$ cat src/common/tlc_map.svh
// Purpose: Byte offsets, field positions and reset values of the tuning page
// Assumes: Byte addresses 128..255 of the upper page, one bank of 8 lanes
// Notes:   Definitions only
`ifndef TLC_MAP_SVH
`define TLC_MAP_SVH

`define TLC_LANES        8
`define TLC_GRID_BASE    8'h80
`define TLC_CHAN_BASE    8'h88
`define TLC_FINE_BASE    8'h98
`define TLC_FREQ_BASE    8'hA8
`define TLC_POWER_BASE   8'hC8
`define TLC_RSVA_BASE    8'hD8
`define TLC_STAT_BASE    8'hDE
`define TLC_SUMM_ADDR    8'hE6
`define TLC_FLAG_BASE    8'hE7
`define TLC_MASK_BASE    8'hEF
`define TLC_RSVB_BASE    8'hF7

`define TLC_GRID_MSB     7
`define TLC_GRID_LSB     4
`define TLC_FINE_EN_BIT  0
`define TLC_STAT_ACTIVE  1
`define TLC_STAT_UNLOCK  0

`define TLC_FLAG_DONE    0
`define TLC_FLAG_UNLOCK  1
`define TLC_FLAG_CHAN    2
`define TLC_FLAG_REFUSE  3
`define TLC_FLAG_FINE    4
`define TLC_FLAG_POWER   5
`define TLC_FLAG_USED    8'h3F
`define TLC_MASK_RESET   8'h3F
`define TLC_GRID_RESET   4'hF

`endif

$ cat src/common/tlc_pkg.sv
// Purpose: Types shared by the tuning page and its laser-side logic
// Assumes: One bank of 8 media lanes
// Notes:   Numbers live in tlc_map.svh
package tlc_pkg;

  typedef struct packed {
    logic [3:0]  grid;
    logic        fine_en;
    logic [15:0] channel;
    logic [15:0] fine;
    logic [15:0] power;
  } tlc_lane_ctrl_type;

  typedef struct packed {
    logic [31:0] frequency;
    logic        active;
    logic        unlocked;
  } tlc_lane_stat_type;

  typedef struct packed {
    logic done;
    logic refused;
  } tlc_lane_evt_type;

endpackage

$ cat src/tlc_page.sv
// Purpose: Per-lane tunable laser control and status register page
// Assumes: Byte-wide management port on clk_sys; laser logic on clk_sys
// Notes:   Read data is registered one cycle after the read strobe
`timescale 1ns/100ps
`include "tlc_map.svh"

module tlc_page
  import tlc_pkg::*;
#(
  parameter logic signed [15:0] CHAN_MIN  = -16'sd100,
  parameter logic signed [15:0] CHAN_MAX  = 16'sd100,
  parameter logic signed [15:0] FINE_MIN  = -16'sd5000,
  parameter logic signed [15:0] FINE_MAX  = 16'sd5000,
  parameter logic signed [15:0] POWER_MIN = -16'sd1000,
  parameter logic signed [15:0] POWER_MAX = 16'sd500
) (
  // Clock and reset
  input  wire logic                               clk_sys,
  input  wire logic                               rst_n,
  // Management byte port
  input  wire logic [7:0]                         reg_addr,
  input  wire logic                               reg_wr,
  input  wire logic                               reg_rd,
  input  wire logic [7:0]                         reg_wdata,
  output logic      [7:0]                         reg_rdata,
  output logic                                    reg_rvalid,
  // Laser side
  output tlc_lane_ctrl_type [`TLC_LANES-1:0]      lane_ctrl,
  input  wire tlc_lane_stat_type [`TLC_LANES-1:0] lane_stat,
  input  wire tlc_lane_evt_type [`TLC_LANES-1:0]  lane_evt,
  // Module level indications
  output logic                                    irq_req,
  output logic                                    page_present
);

  localparam int LANES = `TLC_LANES;

  tlc_lane_ctrl_type [LANES-1:0] ctrl;
  tlc_lane_ctrl_type [LANES-1:0] next_ctrl;
  logic [LANES-1:0][7:0]         flags;
  logic [LANES-1:0][7:0]         next_flags;
  logic [LANES-1:0][7:0]         masks;
  logic [LANES-1:0][7:0]         next_masks;
  logic [7:0]                    next_rdata;
  logic [LANES-1:0]              summary;

  // Address falls inside [base, base+size)
  function automatic logic in_area(input logic [7:0] addr,
                                   input logic [7:0] base,
                                   input logic [8:0] size);
    logic [8:0] top;
    top = {1'b0, base} + size;
    return ({1'b0, addr} >= {1'b0, base}) && ({1'b0, addr} < top);
  endfunction

  // Lane index of a byte in an array whose entries are 2**shift bytes
  function automatic logic [2:0] lane_of(input logic [7:0] addr,
                                         input logic [7:0] base,
                                         input logic [1:0] shift);
    logic [7:0] off;
    off = addr - base;
    return 3'(off >> shift);
  endfunction

  // Byte of a 16-bit word, high byte at the lower address
  function automatic logic [7:0] word_byte(input logic [15:0] w,
                                           input logic        lo);
    return lo ? w[7:0] : w[15:8];
  endfunction

  function automatic logic out_range(input logic signed [15:0] v,
                                     input logic signed [15:0] lo,
                                     input logic signed [15:0] hi);
    return (v < lo) || (v > hi);
  endfunction

  logic hit_grid;
  logic hit_chan;
  logic hit_fine;
  logic hit_freq;
  logic hit_power;
  logic hit_stat;
  logic hit_flag;
  logic hit_mask;
  logic byte_lo;

  assign hit_grid  = in_area(reg_addr, `TLC_GRID_BASE, 9'd8);
  assign hit_chan  = in_area(reg_addr, `TLC_CHAN_BASE, 9'd16);
  assign hit_fine  = in_area(reg_addr, `TLC_FINE_BASE, 9'd16);
  assign hit_freq  = in_area(reg_addr, `TLC_FREQ_BASE, 9'd32);
  assign hit_power = in_area(reg_addr, `TLC_POWER_BASE, 9'd16);
  assign hit_stat  = in_area(reg_addr, `TLC_STAT_BASE, 9'd8);
  assign hit_flag  = in_area(reg_addr, `TLC_FLAG_BASE, 9'd8);
  assign hit_mask  = in_area(reg_addr, `TLC_MASK_BASE, 9'd8);
  // Word arrays start on even addresses, so bit 0 picks the byte
  assign byte_lo   = reg_addr[0];

  // Control, flags and masks
  always_comb begin
    logic [7:0]         set_f;
    logic [7:0]         clr_f;
    logic signed [15:0] word;
    logic               grid_wr;
    logic               chan_ok;
    set_f      = '0;
    clr_f      = '0;
    word       = '0;
    grid_wr    = 1'b0;
    chan_ok    = 1'b0;
    next_ctrl  = ctrl;
    next_flags = flags;
    next_masks = masks;
    for (int l = 0; l < LANES; l++) begin
      set_f   = '0;
      clr_f   = '0;
      grid_wr = reg_wr && hit_grid &&
                lane_of(reg_addr, `TLC_GRID_BASE, 2'd0) == 3'(l);
      chan_ok = 1'b0;
      if (grid_wr) begin
        next_ctrl[l].grid    = reg_wdata[`TLC_GRID_MSB:`TLC_GRID_LSB];
        next_ctrl[l].fine_en = reg_wdata[`TLC_FINE_EN_BIT];
        chan_ok = 1'b1;
      end
      if (reg_wr && hit_chan &&
          lane_of(reg_addr, `TLC_CHAN_BASE, 2'd1) == 3'(l)) begin
        if (byte_lo) begin
          word = {ctrl[l].channel[15:8], reg_wdata};
          next_ctrl[l].channel[7:0] = reg_wdata;
          if (out_range(word, CHAN_MIN, CHAN_MAX)) begin
            set_f[`TLC_FLAG_CHAN] = 1'b1;
          end else begin
            chan_ok = 1'b1;
          end
        end else begin
          next_ctrl[l].channel[15:8] = reg_wdata;
        end
      end
      if (reg_wr && hit_fine &&
          lane_of(reg_addr, `TLC_FINE_BASE, 2'd1) == 3'(l)) begin
        if (byte_lo) begin
          word = {ctrl[l].fine[15:8], reg_wdata};
          next_ctrl[l].fine[7:0] = reg_wdata;
          set_f[`TLC_FLAG_FINE] = out_range(word, FINE_MIN,
                                            FINE_MAX);
        end else begin
          next_ctrl[l].fine[15:8] = reg_wdata;
        end
      end
      if (reg_wr && hit_power &&
          lane_of(reg_addr, `TLC_POWER_BASE, 2'd1) == 3'(l)) begin
        if (byte_lo) begin
          word = {ctrl[l].power[15:8], reg_wdata};
          next_ctrl[l].power[7:0] = reg_wdata;
          set_f[`TLC_FLAG_POWER] = out_range(word, POWER_MIN,
                                             POWER_MAX);
        end else begin
          next_ctrl[l].power[15:8] = reg_wdata;
        end
      end
      if (reg_wr && hit_mask &&
          lane_of(reg_addr, `TLC_MASK_BASE, 2'd0) == 3'(l)) begin
        next_masks[l] = reg_wdata & `TLC_FLAG_USED;
      end
      set_f[`TLC_FLAG_DONE]   = lane_evt[l].done;
      set_f[`TLC_FLAG_UNLOCK] = lane_stat[l].unlocked;
      set_f[`TLC_FLAG_REFUSE] = lane_evt[l].refused;
      // A clean reprogram drops the refusal; a new refusal wins
      if (chan_ok) begin
        clr_f[`TLC_FLAG_REFUSE] = 1'b1;
      end
      if (reg_rd && hit_flag &&
          lane_of(reg_addr, `TLC_FLAG_BASE, 2'd0) == 3'(l)) begin
        clr_f = 8'hFF;
      end
      next_flags[l] = ((flags[l] & ~clr_f) | set_f) & `TLC_FLAG_USED;
    end
  end

  always_ff @(posedge clk_sys or negedge rst_n) begin
    if (!rst_n) begin
      for (int l = 0; l < LANES; l++) begin
        ctrl[l].grid    <= `TLC_GRID_RESET;
        ctrl[l].fine_en <= 1'b0;
        ctrl[l].channel <= '0;
        ctrl[l].fine    <= '0;
        ctrl[l].power   <= '0;
        flags[l]        <= '0;
        masks[l]        <= `TLC_MASK_RESET;
      end
    end else begin
      ctrl  <= next_ctrl;
      flags <= next_flags;
      masks <= next_masks;
    end
  end

  // Read mux; reserved and unknown bytes read zero
  always_comb begin
    logic [2:0]  ln;
    logic [31:0] fq;
    ln = '0;
    fq = '0;
    next_rdata = '0;
    if (hit_grid) begin
      ln = lane_of(reg_addr, `TLC_GRID_BASE, 2'd0);
      next_rdata = {ctrl[ln].grid, 3'h0, ctrl[ln].fine_en};
    end else if (hit_chan) begin
      ln = lane_of(reg_addr, `TLC_CHAN_BASE, 2'd1);
      next_rdata = word_byte(ctrl[ln].channel, byte_lo);
    end else if (hit_fine) begin
      ln = lane_of(reg_addr, `TLC_FINE_BASE, 2'd1);
      next_rdata = word_byte(ctrl[ln].fine, byte_lo);
    end else if (hit_freq) begin
      ln = lane_of(reg_addr, `TLC_FREQ_BASE, 2'd2);
      fq = lane_stat[ln].frequency;
      case (reg_addr[1:0])
        2'h0:    next_rdata = fq[31:24];
        2'h1:    next_rdata = fq[23:16];
        2'h2:    next_rdata = fq[15:8];
        default: next_rdata = fq[7:0];
      endcase
    end else if (hit_power) begin
      ln = lane_of(reg_addr, `TLC_POWER_BASE, 2'd1);
      next_rdata = word_byte(ctrl[ln].power, byte_lo);
    end else if (hit_stat) begin
      ln = lane_of(reg_addr, `TLC_STAT_BASE, 2'd0);
      // Laser logic raises active for channel, fine and power moves
      next_rdata[`TLC_STAT_ACTIVE] = lane_stat[ln].active;
      next_rdata[`TLC_STAT_UNLOCK] = lane_stat[ln].unlocked;
    end else if (reg_addr == `TLC_SUMM_ADDR) begin
      next_rdata = summary;
    end else if (hit_flag) begin
      ln = lane_of(reg_addr, `TLC_FLAG_BASE, 2'd0);
      next_rdata = flags[ln];
    end else if (hit_mask) begin
      ln = lane_of(reg_addr, `TLC_MASK_BASE, 2'd0);
      next_rdata = masks[ln];
    end
  end

  always_ff @(posedge clk_sys or negedge rst_n) begin
    if (!rst_n) begin
      reg_rdata  <= '0;
      reg_rvalid <= 1'b0;
    end else begin
      reg_rdata  <= reg_rd ? next_rdata : reg_rdata;
      reg_rvalid <= reg_rd;
    end
  end

  always_comb begin
    for (int l = 0; l < LANES; l++) begin
      summary[l] = |flags[l];
    end
  end

  always_comb begin
    irq_req = 1'b0;
    for (int l = 0; l < LANES; l++) begin
      irq_req = irq_req | (|(flags[l] & ~masks[l]));
    end
  end

  // Fixed presence; the advertising page reads this strap
  assign page_present = 1'b1;
  assign lane_ctrl    = ctrl;
endmodule

$ cat config.mk
export PLATFORM = sky130hd
export DESIGN_NAME = tlc_page
export DESIGN_NICKNAME = d
export VERILOG_FILES = /design/src/common/tlc_pkg.sv /design/src/tlc_page.sv
export VERILOG_INCLUDE_DIRS = /design/src /design/src/common
export SDC_FILE = /design/constraint.sdc
export NUM_CORES = 1
export LEC_CHECK = 0
export BUFFER_PORTS_ARGS = -buffer_cell sky130_fd_sc_hd__buf_4
export CAP_MARGIN = 25
export CORE_AREA = 2 2 292 294
export CTS_BUF_LIST = sky130_fd_sc_hd__clkbuf_8
export CTS_CLUSTER_SIZE = 25
export DETAILED_ROUTE_END_ITERATION = 10
export DIE_AREA = 0 0 294 296
export SETUP_SLACK_MARGIN = 0.2
export SLEW_MARGIN = 20
export SYNTH_ARGS = -nofsm -noshare
export SYNTH_HDL_FRONTEND = slang
export SYNTH_SLANG_ARGS = --single-unit
$ cat constraint.sdc
create_clock -name clk_sys -period 2.52 [get_ports clk_sys]
set_input_delay 0.252 -clock clk_sys [delete_from_list [all_inputs] [get_ports clk_sys]]
set_output_delay 0.252 -clock clk_sys [all_outputs]
set_load 0.05 [all_outputs]
==> impl_summary.md <==
Route
The iteration count of the initial detailed-routing pass is 5. The remaining routing DRC violations is 0. The first routing iteration left 1,946 violations. The mean number of vias per cell is 5.86. The routed length per placed instance is 34.8 µm.

The number of vias in the routed layout is 25,087. Once detail routing completed, the nets flagged for antenna violations numbered 0. For this block, the routed nets add up to 149,000 µm of wire.

Clock network
The number of clock buffers inserted by TritonCTS is 94. CTS saw 529 sinks. The maximum number of buffers from clock root to sink is 3. The cell sitting at the root of the clock tree is a clkbuf_8.

TritonCTS built the clock tree. Clock-pin slew was measured on the worst setup and hold paths at 0.06 ns. At the later pin of the worst-skew pair, clock insertion delay measures 0.73 ns. The H-tree was split into 3 levels.

Floorplan
The number of top-level pins is 743. The starting density of the core is 34.5%. The floorplan step defined a core boundary enclosing 0.0842 mm². The height of the die is 296 µm.

The floorplan row count is 107. In this run the horizontal extent of the chip is 294 µm. The total die area is 0.0870 mm².

Global route
The maximum number of pins on one net before global-route repair is 103. The via count of the first global-routing pass is 26,378. The initial antenna violation count came to 8. The remaining global-route overflow is 0. In the global route stage, overall resource usage came out at 33.7%. The first-pass GRT wire length is 207,000 µm.

Run
The count of max-cap constraint violations is 0.

Power and ir drop
Net switching is 32.0% of the power. The worst-case IR drop observed on VDD is 431 µV. The relative contribution of the clock network to total power is 38.8%.

The leakage component of the power is 19.8 nW. The part of the total power dissipated in combinational logic is 22.8%. The net switching component of the power is 8.03 mW. The post-layout total power is 25.1 mW. The sequential share of power is 38.4%. The cell-internal power is 17.0 mW.

The cell area power density is 588 mW/mm².

Setup path
The type of the setup path with the least slack is reg2out. The data required time of the critical path is 2.27 ns. In this run the worst path has a maximum fanout of 3. The setup slack of the worst register-to-register path is 0.20 ns. For the worst setup path, the data arrival time is 2.58 ns. The critical path capture point type is an output port. The kind of start point of the critical path is a register.

Run status
The checks that failed: negative setup slack. The flow ran to the end, but the final reports show violations.

STA
The post-route setup TNS is -0.312 ns. After layout, the worst setup slack is -0.312 ns. Headroom to the max-slew limit came out at 27.6%.

The number of pins with negative max-slew slack in the final report came to 0. The hold violation count in the final report was 0. On the final layout, the worst clock skew is 0.0301 ns. The number of endpoints failing setup at the final stage is 1. Setup repair after global routing could not meet its margin everywhere.

The maximum clock rate is 353 MHz. The transition time at the pin with the least slew margin is 1.09 ns. Counting I/O delays and the setup requirement, the final critical path takes 2.83 ns. The hold slack is 0.147 ns.

The final worst-path cycle share is 112%.

Placed design
The congestion estimate from routability-driven global placement came to 1.02. The half-perimeter wire length after placement is 116,000 µm. The pre-CTS worst setup slack is -0.257 ns.

In this run the tool buffered the top-level ports with 741 buffer cells.

Yosys
The most common cell in the netlist is dfrtp_1. In this run the cell area of the synthesized design comes to 0.0291 mm². The most instantiated flip-flop cell in the synthesis netlist is dfrtp_1. The number of flip-flops and latches in the synthesized netlist is 529. The top cell type's share of synthesized area is 38.6%.

The synthesized area divided by synthesized cell count is 14.1 µm². The netlist uses 80 different library cells. The post-synthesis net count is 2,392.

Sorting the synthesized cells by how often they occur yields 449 x dfrtp_1, 404 x mux2_2, 210 x mux4_2. The cell type with the largest total area after synthesis is dfrtp_1. For this run, the number of Yosys warnings is 0. The synthesized design contains 0 enable-type register cells.

The number of cells produced by synthesis is 2,068. Sequential elements use 45.9% of the synthesized area. The fraction of registers with async set/reset is 100%. Ranked by total cell area, the synthesized netlist is headed by dfrtp_1 39%, mux4_2 16%, mux2_2 16%.

Final layout
In the final layout, the share of cells above drive strength 1 is 65.6%. At the end of the flow, the number of nets in the layout was 3,432. Relative to the synthesized area, the layout overhead comes to 46.5%.

Worst hold path
The path class of the tightest hold or removal check is in2reg.
[repair_timing]
| item | 4_1_cts | 5_1_grt |
|---|---|---|
| gates cloned | 0 | 0 |
| pin swaps | 6 | 2 |
| gates resized for setup | 30 | 5 |
| hold buffers | 28 | 0 |
| setup buffers | 9 | 0 |
| endpoints found under the hold margin | 331 | 0 |
| endpoints found under the setup margin | 2 | 4 |
[cells in the final DEF (no fill, tap or decap), types with 11 or more instances in the layout]
master	Yosys	final
a21o_1	20	20
nand4_1	39	39
nor2_4	8	32
nand2_1	100	97
o21ai_0	32	32
buf_12	0	79
mux4_2	210	210
dfrtp_1	449	443
nor4_1	33	33
mux2_4	0	268
o21ai_1	13	13
nor3_4	12	12
dlygate4sd3_1	0	28
inv_1	54	62
clkinv_2	0	14
buf_4	23	967
a21oi_1	22	21
nor2_1	19	18
nor3_1	21	21
dfstp_2	80	80
a22o_1	18	18
bufinv_16	0	11
nand3_1	24	24
clkbuf_8	0	129
ha_1	16	12
mux2i_1	29	29
nand2b_1	12	12
a221oi_1	21	13
mux2_2	404	224
[sequential cells by signal, indices dropped and copies added, names as in the netlist]
name        count
lane_ctrl     424
flags          48
masks          48
reg_rdata       8
reg_rvalid      1
[final cells by class]
cell class / count / area, µm²
Tap cell: 1090 / 1360
Multi-Input combinational cell: 1345 / 16100
Timing Repair Buffer: 1081 / 9210
Clock buffer: 129 / 1780
Sequential cell: 529 / 13300
Antenna cell: 5 / 12.5
Inverter: 57 / 226
Clock inverter: 47 / 518
Fill cell: 7335 / 41600
[metal layers]
| metal | global-route usage, % | vias up | wire length (µm) |
|---|---|---|---|
| li1 | - | 10217 | - |
| met1 | 41.3 | 13179 | 56500 |
| met2 | 55.7 | 1390 | 72000 |
| met3 | 6.92 | 299 | 11700 |
| met4 | 18.6 | 2 | 8830 |
| met5 | 0 | - | 13 |
[critical path: stages (launching register included)]
cell and delay [ns]:
dfstp_2 0.57, inv_2 0.06, a21oi_4 0.22, buf_6 0.13
o2111ai_4 0.13, or4_4 0.59, buf_8 0.18
[power groups by stage]
stage                     combinational (mW)  sequential (mW)  clock, mW
after floorplan                         1.92             10.8          0
after CTS                               5.71             9.59       9.92
after detailed placement                5.62             9.74          0
after global routing                    5.93             9.65       10.3
after global placement                  5.59             9.73          0
final                                   5.71             9.62       9.74
[metrics by stage]
stage | std cells | instance area [µm²] | util (%)
finish | 4283 | 42600 | 50.6
global route | 4282 | 42600 | 50.6
CTS | 4276 | 42600 | 50.5
global placement | 4063 | 39800 | 47.2
floorplan | 2068 | 30400 | -
detailed placement | 4063 | 39800 | 47.2
[cells by family (layout without fill, tap and decap cells)]
logic type | after synthesis | in the layout | share of synthesized area, %
flip-flops | 529 | 529 | 45.9
AND/OR/NAND/NOR | 337 | 337 | 7.05
XOR/XNOR | 1 | 1 | 0.0301
multiplexers | 733 | 733 | 36.4
other | 1 | 6 | 0.0129
buffers and inverters | 194 | 1314 | 3.24
AO/OA/AOI/OAI | 257 | 257 | 6.75
adder cells (fa/ha/maj) | 16 | 16 | 0.688
[final timing paths]
path                                                 start                          to  depth (start not counted)
worst max-delay path                 masks[60]$_DFFE_PN1P_                     irq_req                          6
worst min-delay path                           reg_addr[5]    reg_rdata[2]$_DFFE_PN0P_                          4
worst max register to register  lane_ctrl[347]$_DFFE_PN0P_    reg_rdata[5]$_DFFE_PN0P_                          6
worst min register to register       masks[11]$_DFFE_PN1P_       masks[11]$_DFFE_PN1P_                          2
max in group asynchronous                            rst_n  lane_ctrl[134]$_DFFE_PN0P_                          4
min in group asynchronous                            rst_n  lane_ctrl[187]$_DFFE_PN0P_                          3
Power figures use the tool's default switching activity.
